<file path="src/wdt_cfg.svh">
`ifndef WDT_CFG_SVH
`define WDT_CFG_SVH

// ==========================================================================
// Register offsets
`define WDT_CTRL_OFS   12'h000
`define WDT_STS_OFS    12'h004
`define WDT_MSK_OFS    12'h008

// ==========================================================================
// Control field positions
`define WDT_B_RESTART  0
`define WDT_B_RSTEN    1
`define WDT_B_FLAG     3
`define WDT_B_SEL_LO   4
`define WDT_B_SEL_HI   5
`define WDT_B_IRQEN    6
`define WDT_B_POR      7

// ==========================================================================
// Status and mask field positions
`define WDT_B_EV_INTV  0
`define WDT_B_EV_RST   1

// ==========================================================================
// Reset values
`define WDT_SEL_RST    2'h0
`define WDT_EVT_RST    2'h0

// ==========================================================================
// Timing counts in system clocks
`define WDT_INTV0      22'h001000
`define WDT_INTV1      22'h008000
`define WDT_INTV2      22'h040000
`define WDT_INTV3      22'h200000
`define WDT_RST_LAST   9'h1ff

`endif

</file>
<file path="src/wdt_pkg.sv">
`default_nettype none

package wdt_pkg;

  // ========================================================================
  // Watchdog phases
  typedef enum logic [1:0] {
    WDT_HALT,
    WDT_COUNT,
    WDT_RWAIT
  } wdt_phase_t;

  // ========================================================================
  // APB request and answer
  typedef struct packed {
    logic        psel;
    logic        penable;
    logic        pwrite;
    logic [11:0] paddr;
    logic [31:0] pwdata;
  } wdt_apb_req_t;

  typedef struct packed {
    logic        pready;
    logic        pslverr;
    logic [31:0] prdata;
  } wdt_apb_rsp_t;

  // ========================================================================
  // Whole watchdog state
  typedef struct packed {
    wdt_phase_t  st;
    logic [21:0] cnt;
    logic [8:0]  rcnt;
    logic [1:0]  sel;
    logic        irq_en;
    logic        rst_en;
    logic        flag;
    logic        por;
    logic [1:0]  sts;
    logic [1:0]  msk;
    logic        irq;
    logic        wdrst;
  } wdt_state_t;

endpackage

`default_nettype wire

</file>
<file path="src/wdt_sync2.sv">
`default_nettype none

module wdt_sync2 (
  // Clock and reset
  input  wire logic clk_i,
  input  wire logic resetn_i,
  // Level
  input  wire logic d_i,
  output logic      q_o
);

  logic meta_reg;
  logic sync_reg;

  // ========================================================================
  // Two stage synchroniser
  always_ff @(posedge clk_i) begin
    if (!resetn_i) begin
      meta_reg <= 1'b0;
      sync_reg <= 1'b0;
    end else begin
      meta_reg <= d_i;
      sync_reg <= meta_reg;
    end
  end

  assign q_o = sync_reg;

endmodule

`default_nettype wire

</file>
<file path="src/wdt_apb_slv.sv">
`default_nettype none

module wdt_apb_slv
  import wdt_pkg::*;
(
  // Clock and reset
  input  wire logic         clk_i,
  input  wire logic         resetn_i,
  // Bus side
  input  wire wdt_apb_req_t req_i,
  output wdt_apb_rsp_t      rsp_o,
  // Register side
  input  wire logic [31:0]  rd_data_i,
  input  wire logic         rd_hit_i,
  output logic              wr_o
);

  wdt_apb_rsp_t rsp_reg;
  wdt_apb_rsp_t rsp_next;
  logic         acc;

  // ========================================================================
  // One wait state, then answer
  assign acc  = req_i.psel & req_i.penable;
  assign wr_o = acc & rsp_reg.pready & req_i.pwrite & rd_hit_i;

  always_comb begin
    rsp_next        = rsp_reg;
    rsp_next.pready = 1'b0;
    if (acc && !rsp_reg.pready) begin
      rsp_next.pready  = 1'b1;
      rsp_next.pslverr = ~rd_hit_i;
      rsp_next.prdata  = (req_i.pwrite || !rd_hit_i) ? 32'h0 : rd_data_i;
    end else if (!acc) begin
      rsp_next.pslverr = 1'b0;
      rsp_next.prdata  = 32'h0;
    end
  end

  always_ff @(posedge clk_i) begin
    if (!resetn_i) begin
      rsp_reg <= '0;
    end else begin
      rsp_reg <= rsp_next;
    end
  end

  assign rsp_o = rsp_reg;

endmodule

`default_nettype wire

</file>
<file path="src/wdt_top.sv">
`include "wdt_cfg.svh"
`default_nettype none

// How it works
// - Two-bit select picks one of four intervals
// - Reset fires interval plus 512 clocks later
// - Enabled flag raises an interrupt request
// - Disabled interrupt still counts and resets
// - Counter halts when both enables clear
// - Enabling from halt clears counts, restarts
// - Interrupt enable cleared by control write or power-on
// - Power-on or brownout sets power flag
// - Power flag kept through other resets
// - Restart bit clears count, reads zero
// - Interval end or software sets flag
// - New select restarts unless reset pending
// - Clearing reset enable cancels pending reset, in its last cycle only if interrupt enable clears too
module wdt_top
  import wdt_pkg::*;
#(
  parameter logic [21:0] INTV0 = `WDT_INTV0,
  parameter logic [21:0] INTV1 = `WDT_INTV1,
  parameter logic [21:0] INTV2 = `WDT_INTV2,
  parameter logic [21:0] INTV3 = `WDT_INTV3
) (
  // Clock and power-on reset
  input  wire logic        clk_i,
  input  wire logic        resetn_i,
  // Other resets and brownout pin
  input  wire logic        soft_reset_i,
  input  wire logic        brownout_i,
  // APB
  input  wire logic        psel_i,
  input  wire logic        penable_i,
  input  wire logic        pwrite_i,
  input  wire logic [11:0] paddr_i,
  input  wire logic [31:0] pwdata_i,
  output logic             pready_o,
  output logic             pslverr_o,
  output logic [31:0]      prdata_o,
  // Events
  output logic             irq_o,
  output logic             wdt_reset_o
);

  // ========================================================================
  // Decode helpers
  function automatic logic is_reg(input logic [11:0] a,
                                  input logic [11:0] ofs);
    is_reg = (a == ofs);
  endfunction

  function automatic logic [21:0] intv_of(input logic [1:0] sel);
    case (sel)
      2'h0:    intv_of = INTV0;
      2'h1:    intv_of = INTV1;
      2'h2:    intv_of = INTV2;
      default: intv_of = INTV3;
    endcase
  endfunction

  // ========================================================================
  // Signals
  wdt_state_t   q;
  wdt_state_t   s;
  wdt_apb_req_t req;
  wdt_apb_rsp_t rsp;
  logic         brown_s;
  logic         wr;
  logic         wctl;
  logic         wsts;
  logic         wmsk;
  logic [7:0]   wdat;
  logic         hit;
  logic [31:0]  rdata;
  logic         elapse;
  logic         halted;

  // ========================================================================
  // Brownout pin synchroniser
  wdt_sync2 u_brown (
    .clk_i    (clk_i),
    .resetn_i (resetn_i),
    .d_i      (brownout_i),
    .q_o      (brown_s)
  );

  // ========================================================================
  // Bus slave
  always_comb begin
    req.psel    = psel_i;
    req.penable = penable_i;
    req.pwrite  = pwrite_i;
    req.paddr   = paddr_i;
    req.pwdata  = pwdata_i;
  end

  assign hit = is_reg(paddr_i, `WDT_CTRL_OFS) |
               is_reg(paddr_i, `WDT_STS_OFS) |
               is_reg(paddr_i, `WDT_MSK_OFS);

  always_comb begin
    rdata = 32'h0;
    if (is_reg(paddr_i, `WDT_CTRL_OFS)) begin
      rdata[`WDT_B_POR]    = q.por;
      rdata[`WDT_B_IRQEN]  = q.irq_en;
      rdata[`WDT_B_SEL_HI] = q.sel[1];
      rdata[`WDT_B_SEL_LO] = q.sel[0];
      rdata[`WDT_B_FLAG]   = q.flag;
      rdata[`WDT_B_RSTEN]  = q.rst_en;
      rdata[`WDT_B_RESTART] = 1'b0;
    end else if (is_reg(paddr_i, `WDT_STS_OFS)) begin
      rdata[1:0] = q.sts;
    end else if (is_reg(paddr_i, `WDT_MSK_OFS)) begin
      rdata[1:0] = q.msk;
    end
  end

  wdt_apb_slv u_apb (
    .clk_i     (clk_i),
    .resetn_i  (resetn_i),
    .req_i     (req),
    .rsp_o     (rsp),
    .rd_data_i (rdata),
    .rd_hit_i  (hit),
    .wr_o      (wr)
  );

  assign wctl = wr & is_reg(paddr_i, `WDT_CTRL_OFS);
  assign wsts = wr & is_reg(paddr_i, `WDT_STS_OFS);
  assign wmsk = wr & is_reg(paddr_i, `WDT_MSK_OFS);
  assign wdat = pwdata_i[7:0];

  // ========================================================================
  // Watchdog core
  assign halted = ~q.irq_en & ~q.rst_en;
  assign elapse = (q.st != WDT_HALT) &&
                  (q.cnt == intv_of(q.sel) - 22'h1);

  always_comb begin
    s       = q;
    s.wdrst = 1'b0;
    // Counting phases
    case (q.st)
      WDT_HALT: begin
        s.cnt = q.cnt;
      end
      WDT_COUNT: begin
        s.cnt = q.cnt + 22'h1;
        if (elapse) begin
          s.cnt = 22'h0;
          if (q.rst_en) begin
            s.st   = WDT_RWAIT;
            s.rcnt = 9'h0;
          end
        end
      end
      WDT_RWAIT: begin
        s.cnt  = elapse ? 22'h0 : q.cnt + 22'h1;
        s.rcnt = q.rcnt + 9'h1;
        if (q.rcnt == `WDT_RST_LAST) begin
          s.wdrst = 1'b1;
          s.st    = WDT_COUNT;
        end
      end
      default: begin
        s.st = WDT_HALT;
      end
    endcase
    // Hardware sets flag
    s.flag = q.flag | elapse;
    // Control writes
    if (wctl) begin
      s.flag   = wdat[`WDT_B_FLAG] | elapse;
      s.irq_en = wdat[`WDT_B_IRQEN];
      s.rst_en = wdat[`WDT_B_RSTEN];
      if (!wdat[`WDT_B_POR]) begin
        s.por = 1'b0;
      end
      s.sel = {wdat[`WDT_B_SEL_HI], wdat[`WDT_B_SEL_LO]};
      if (s.sel != q.sel && q.st != WDT_RWAIT) begin
        s.cnt = 22'h0;
      end
      if (wdat[`WDT_B_RESTART]) begin
        s.cnt  = 22'h0;
        s.rcnt = 9'h0;
        if (q.st == WDT_RWAIT) begin
          s.st = WDT_COUNT;
        end
      end
      if (halted && (s.irq_en || s.rst_en)) begin
        s.cnt  = 22'h0;
        s.rcnt = 9'h0;
        s.st   = WDT_COUNT;
      end
      if (!s.rst_en && s.st == WDT_RWAIT) begin
        s.st    = WDT_COUNT;
        s.wdrst = 1'b0;
      end
      if (!s.irq_en && !s.rst_en) begin
        s.st    = WDT_HALT;
        s.wdrst = 1'b0;
      end
    end
    // Event status, set wins over clear
    if (wsts) begin
      s.sts = q.sts & ~wdat[1:0];
    end
    s.sts[`WDT_B_EV_INTV] = s.sts[`WDT_B_EV_INTV] | elapse;
    s.sts[`WDT_B_EV_RST]  = s.sts[`WDT_B_EV_RST] | s.wdrst;
    if (wmsk) begin
      s.msk = wdat[1:0];
    end
    // Other resets keep enables and power flag
    if (soft_reset_i) begin
      s.st    = (q.irq_en || q.rst_en) ? WDT_COUNT : WDT_HALT;
      s.cnt   = 22'h0;
      s.rcnt  = 9'h0;
      s.sel   = `WDT_SEL_RST;
      s.flag  = 1'b0;
      s.wdrst = 1'b0;
      s.irq_en = q.irq_en;
      s.rst_en = q.rst_en;
      s.por    = q.por;
    end
    // Brownout acts as power-on
    if (brown_s) begin
      s     = '0;
      s.st  = WDT_HALT;
      s.por = 1'b1;
    end
    s.irq = (s.flag & s.irq_en) | (|(s.sts & s.msk));
  end

  always_ff @(posedge clk_i) begin
    if (!resetn_i) begin
      q     <= '0;
      q.st  <= WDT_HALT;
      q.sel <= `WDT_SEL_RST;
      q.sts <= `WDT_EVT_RST;
      q.por <= 1'b1;
    end else begin
      q <= s;
    end
  end

  // ========================================================================
  // Outputs
  assign pready_o    = rsp.pready;
  assign pslverr_o   = rsp.pslverr;
  assign prdata_o    = rsp.prdata;
  assign irq_o       = q.irq;
  assign wdt_reset_o = q.wdrst;
endmodule

`default_nettype wire

</file>
<file path="config.mk">
export PLATFORM = sky130hd
export DESIGN_NAME = wdt_top
export DESIGN_NICKNAME = d
export VERILOG_FILES = /design/src/wdt_pkg.sv /design/src/wdt_sync2.sv /design/src/wdt_apb_slv.sv /design/src/wdt_top.sv
export VERILOG_INCLUDE_DIRS = /design/src
export SDC_FILE = /design/constraint.sdc
export NUM_CORES = 1
export LEC_CHECK = 0
export ABC_AREA = 1
export BUFFER_PORTS_ARGS = -buffer_cell sky130_fd_sc_hd__buf_4
export CAP_MARGIN = 40
export CORE_MARGIN = 3
export CORE_UTILIZATION = 30
export CTS_CLUSTER_DIAMETER = 120
export DETAILED_ROUTE_END_ITERATION = 8
export PLACE_DENSITY = 0.52
export SLEW_MARGIN = 20
export SYNTH_ARGS = -nofsm -noshare
export SYNTH_HDL_FRONTEND = slang
export SYNTH_SLANG_ARGS = --single-unit
</file>
<file path="constraint.sdc">
create_clock -name clk_i -period 5.6 [get_ports clk_i]
set_input_delay 0.56 -clock clk_i [delete_from_list [all_inputs] [get_ports clk_i]]
set_output_delay 0.56 -clock clk_i [all_outputs]
set_load 0.02 [all_outputs]
</file>
* Word-level counts from Yosys, hierarchy flattened
Index checks and enable logic that the tools add are counted.
** Cells by class
- Add/sub/neg operators :: 3
- Equal/unequal tests :: 12
- Multiplexer cells :: 37
- Bitwise gates (word level) :: 25
- Reduce and logical (&&, ||, !) cells :: 22
** Operators by type and width (count)
- 33-bit 2-to-1 mux :: 6
- 39-bit 2-to-1 mux :: 2
- 22-bit case mux with 3 select lines :: 1
- 22-bit 2-to-1 mux :: 2
- 22-bit case mux with 2 select lines :: 1
- 22-bit by 1-bit adder with 22-bit output, second input constant :: 1
- 22-bit equality test :: 1
- 22-bit by 1-bit subtractor with 22-bit output, second input constant :: 1
- 2-bit 2-to-1 mux :: 10
- 9-bit case mux with 2 select lines :: 1
- 12-bit by 3-bit equality test with 1-bit output, second input constant :: 1
- 12-bit by 4-bit equality test with 1-bit output, second input constant :: 1
- 12-bit logical NOT :: 1
- 10-bit 2-to-1 mux :: 1
- 9-bit by 1-bit adder with 9-bit output, second input constant :: 1
- 1-bit AND :: 9
- 9-bit equality test, second input constant :: 1
- 1-bit 2-to-1 mux :: 9
- 9-bit 2-to-1 mux :: 1
- 8-bit 2-to-1 mux :: 1
- 1-bit OR :: 7
- 2-bit equality test, second input constant :: 3
- 1-bit logical AND :: 6
- 1-bit inverter :: 6
- other kinds (15) :: 25
** Storage, ports and cells
- Flip-flop bits (word level) :: 81
- Input bits :: 51
- Output and inout bits :: 36
- Logic and storage cells :: 116

* Depth between registers and ports, before layout
- Depth in word-level cells :: 21
- Mapped depth :: 15
- Gate-level depth less buffers :: 15

* By module
From an unflattened synthesis, not the netlist that was laid out.
** Second synthesis, totals
- Cells, all modules :: 635
- Area, all modules :: 4350.4 um^2
** Modules (own cells, without submodules)
- wdt_top :: times used 1, cells an instance 417, area each 2840.2 um^2, seq. area each 900.9 um^2
- wdt_apb_slv :: times used 1, cells an instance 212, area each 1455.1 um^2, seq. area each 680.7 um^2
- wdt_sync2 :: times used 1, cells an instance 6, area each 55.1 um^2, seq. area each 40.0 um^2

* Worst setup path after synthesis
Ideal clock, no wire load.
- Path kind :: register to register
- From :: reg q[43] (netlist bit)
- To :: reg q[41] (netlist bit)
- Library setup time :: 115 ps
- Arrival time :: 1910 ps
- Data required time :: 5485 ps
- Slack :: 3575 ps
- Cell stages (with the launch flop) :: 12
- Buffers on the path :: 0
- Clock period less this slack :: 2025 ps
- Path through :: dfxtp_1 > inv_1 > ha_1 > nand3_1 > nor4_4 > nand3_2 > nor2_4 > nand2_2 > nor2_4 > nand2_1 > xor2_1 > nor2_2
** Between the ends
- Word-level cells in the longest chain between the ends :: 9
- Elaborated cells between the ends (all ways) :: 14
- Those cells by class :: eq/ne: 3; mux: 8; reduce/logical: 3
** RTL lines
- start: declaration :: RTL line wdt_top.sv:64 : wdt_state_t q;
- start signal: assignment :: RTL line wdt_top.sv:243 : q <= s;
- 2-bit nonzero test :: RTL line wdt_top.sv:137 : assign elapse = (q.st != WDT_HALT) &&
- 1-bit logical AND :: RTL line wdt_top.sv:137
- 22-bit 2-to-1 mux / 33-bit 2-to-1 mux (equally long branches) :: RTL line wdt_top.sv:159, wdt_top.sv:150
- 22-bit case mux with 2 select lines :: RTL line wdt_top.sv:144 : case (q.st)
- 22-bit 2-to-1 mux :: RTL line wdt_top.sv:181 : if (s.sel != q.sel && q.st != WDT_RWAIT) begin
- 33-bit 2-to-1 mux :: RTL line wdt_top.sv:184 : if (wdat[`WDT_B_RESTART]) begin
- 33-bit 2-to-1 mux :: RTL line wdt_top.sv:191 : if (halted && (s.irq_en || s.rst_en)) begin
- 33-bit 2-to-1 mux :: RTL line wdt_top.sv:173 : if (wctl) begin
- 39-bit 2-to-1 mux * :: RTL line wdt_top.sv:173
Every way passes the cells marked *; elsewhere a longest branch is shown, timed or not. The select of a mux whose other input is x is not followed.
A chain may end at the register's enable or synchronous reset.

* Worst setup path in the final report
Ends and elaborated chain as after synthesis.

==> impl_metrics.env <==
export IMPL_yosysTopAreaCell="dfxtp_1"
export IMPL_ctsRootBufferMaster="clkbuf_8"
export IMPL_cp_top_family="simple AND/OR/NAND/NOR gates"
export IMPL_regMostFlops="q"
export IMPL_async_flop_share_pct=0
export IMPL_power_mw=0.701
export IMPL_synth_cell_types=49
export IMPL_crit_type="reg -> reg"
export IMPL_top_layer="met4"
export IMPL_postSynthCellCount=455
export IMPL_cts_tree="built"
export IMPL_layout_common_cells="nand2_1 (67), inv_1 (57), nor2_1 (56), dfxtp_1 (56), nand3_1 (39)"
export IMPL_yosys_area_share_simple_pct=33.9
export IMPL_grt_pass1_wl_um=12300
export IMPL_hold_path_endpoint="u_brown.q_o"
export IMPL_nFillCells=1166
export IMPL_min_path_cells=2
export IMPL_crit_slowest_cell="ha_1"
export IMPL_grt_overflow_total=0
export IMPL_insertion_delay_ns=0.31
export IMPL_ys_ff_latch=56
export IMPL_p_per_area_nw_per_um2=187
export IMPL_portBuffers=36
export IMPL_drv_cap=0
export IMPL_place_congestion=0.852
export IMPL_num_vias=2871
export IMPL_core_area_um2=10600
export IMPL_clock_sinks=56
export IMPL_cts_max_level=2
export IMPL_cp_end_kind="register"
export IMPL_synthTopCellsByArea="dfxtp_1 (33%), nand2_1 (7.5%), inv_1 (6.4%)"
export IMPL_avgRoutedWirePerCell_um=11.4
export IMPL_drt_pre_antenna_iters=5
export IMPL_dpl_hpwl_um=5660
export IMPL_final_common_cell="nand2_1"
export IMPL_ios=87
export IMPL_syn_area_um2=3350
export IMPL_cp_num_buf_inv=1
export IMPL_cp_max_fo=14
export IMPL_clock_skew_ns=0.00915
export IMPL_min_delay_path_class="reg -> reg"
export IMPL_ctsHoldBuffers=0
export IMPL_cts_buffer_depth=2
export IMPL_dieArea_um2=12500
export IMPL_drive_above_1_share_pct=18.2
export IMPL_grt_setup_unrepaired="false"
export IMPL_r2r_cells=11
export IMPL_std_cell_rows=37
export IMPL_final_seq_area_um2=1120
export IMPL_synth_mux_area_share_pct=0
export IMPL_die_h_um=112
export IMPL_largest_reg_flops=43
export IMPL_start_util_pct=31.6
export IMPL_antenna_found_initial=0
export IMPL_reg2reg_slack_ns=3.03
export IMPL_synth_top_cell_area_share_pct=33.5
export IMPL_post_route_period_util_pct=46.0
export IMPL_route_layer_met1_wl_um=3380
export IMPL_critPathMostFrequentCell="nor2_4"
export IMPL_post_place_cells=622
export IMPL_max_freq_ghz=0.388
export IMPL_reg2reg_to="q[41]"
export IMPL_grt_total_usage_pct=11.6
export IMPL_syn2layout_area_growth_pct=12.0
export IMPL_ys_seq_area_share_pct=33.5
export IMPL_r2r_start="q[43]"
export IMPL_synthAdderAreaFrac_pct=2.99
export IMPL_synth_compound_area_share_pct=12.1
export IMPL_antenna_cells=0
export IMPL_cts_buffers=5
export IMPL_die_w_um=112
export IMPL_yosysWarnings=0
export IMPL_p_leak_nw=1.56
export IMPL_finalMaxSlewViolations=0
export IMPL_wl_met2_um=3470
export IMPL_hold_path_startpoint="u_brown.meta_reg"
export IMPL_synthFlopType="dfxtp_1"
export IMPL_ant_nets=0
export IMPL_cpPeakStageDelay_ns=0.56
export IMPL_syn_avg_cell_area_um2=7.36
export IMPL_cts_resized=0
export IMPL_holdWs_ns=0.422
export IMPL_finalSetupTns_ns=0
export IMPL_drt_total_wl_um=7180
export IMPL_clkTransAtPathRegs_ns=0.10
export IMPL_irDropWorstVdd_mv=0.0917
export IMPL_postCtsSetupRepairBufs=0
export IMPL_outcome="finished, final reports clean"
export IMPL_relSlewSlack_pct=66.2
export IMPL_synth_edf_count=0
export IMPL_fin_nets=552
export IMPL_viasPerCell=4.56
export IMPL_worst_slew_pin_slew_ns=0.503
export IMPL_path_cells="inv_1 > ha_1 > nand3_1 > nor4_4 > nand3_2 > nor2_4 > nand2_2 > nor2_4 > nand2_1 > xor2_1 > nor2_2"
export IMPL_required_ns=5.80
export IMPL_fin_cells=630
export IMPL_synth_top_family_by_area="simple AND/OR/NAND/NOR gates"
export IMPL_final_min_clock_period_ns=2.57
export IMPL_multi_input_area_um2=1860
export IMPL_grt_pass1_vias=2679
export IMPL_grt_max_degree=23
export IMPL_first_iter_violations=116
export IMPL_report_final_hold_viol_count=0
export IMPL_arrival_ns=2.77
export IMPL_drc=0
export IMPL_synth_xor_area_share_pct=3.66
export IMPL_start_kind="register"
export IMPL_wl_met3_um=216
export IMPL_setup_viol=0
==> routing by layer <==
metal / vias up / track usage (%)
met2: 42 / 19.6
met4: 0 / 3.57
met1: 1306 / 15.3
met3: 7 / 1.79
met5: - / 0
li1: 1516 / -
==> cell type report <==
cell class / instances / area share [%]
multi-input cells: 331 / 49.5
flip-flops and latches: 56 / 29.9
repair buffers: 37 / 7.41
inverters: 62 / 6.21
well taps: 136 / 4.54
clock buffers: 6 / 2.20
clock inverters: 2 / 0.267
==> where the power goes <==
part	switching, mW	internal (mW)
sequential	0.00241	0.400
clock	0.132	0.0992
combinational	0.0459	0.0210
total	0.181	0.521
==> cell usage after synthesis, types with 2 or more instances <==
| library cell | number |
|---|---|
| clkinv_1 | 2 |
| clkbuf_1 | 2 |
| a31oi_1 | 4 |
| nor2_2 | 14 |
| nand3_1 | 39 |
| nand4_1 | 6 |
| buf_4 | 25 |
| a21oi_1 | 17 |
| xor2_1 | 12 |
| nor2_1 | 56 |
| nor3b_1 | 3 |
| a22oi_1 | 2 |
| o21ai_0 | 19 |
| ha_1 | 8 |
| a32oi_1 | 4 |
| inv_2 | 3 |
| o31ai_1 | 4 |
| xnor2_1 | 2 |
| nand2_1 | 67 |
| inv_1 | 57 |
| nor3_1 | 7 |
| nor3_2 | 6 |
| buf_6 | 3 |
| nand3b_1 | 3 |
| dfxtp_1 | 56 |
| nand2_2 | 5 |
| or2_1 | 2 |
| nor2_4 | 6 |
==> worst reg2reg max path, delay by kind of cell, from the launching register on <==
family	cells	cell delay [ns]
buf+inv	1	0.09
fa+ha+maj	1	0.56
xor+xnor	1	0.16
flops	1	0.45
simple gates	8	1.21
==> metrics by stage <==
step / worst slack [ns] / instance area [um^2] / utilization [%]
floorplan: 3.58 / 3440 / -
global placement: 3.00 / 3660 / 34.5
detailed placement: 3.01 / 3660 / 34.5
CTS: 2.97 / 3750 / 35.4
global route: 2.74 / 3750 / 35.4
finish: 3.03 / 3750 / 35.4
==> worst max-delay path by stage <==
stage / depth (start not counted) / slack [ns] / to / start
final: 11 / 3.03 / q[41] / q[43]
after global routing: 11 / 2.74 / q[41] / q[43]
after CTS: 11 / 2.97 / q[41] / q[43]
after detailed placement: 11 / 3.01 / q[41] / q[43]
after global placement: 11 / 3.00 / q[41] / q[43]
after floorplan: 11 / 3.58 / q[41] / q[43]
==> cells by family (layout without fill, tap and decap cells) <==
group	count (synthesis)	in the layout
adders and majority gates	8	8
other	1	25
DFF	56	56
and+or+nand+nor	221	221
xor gates and xnor gates	14	14
AOI/OAI and AO/OA	63	63
buffers and inverters	92	107
(Power assumes the default switching activity.)
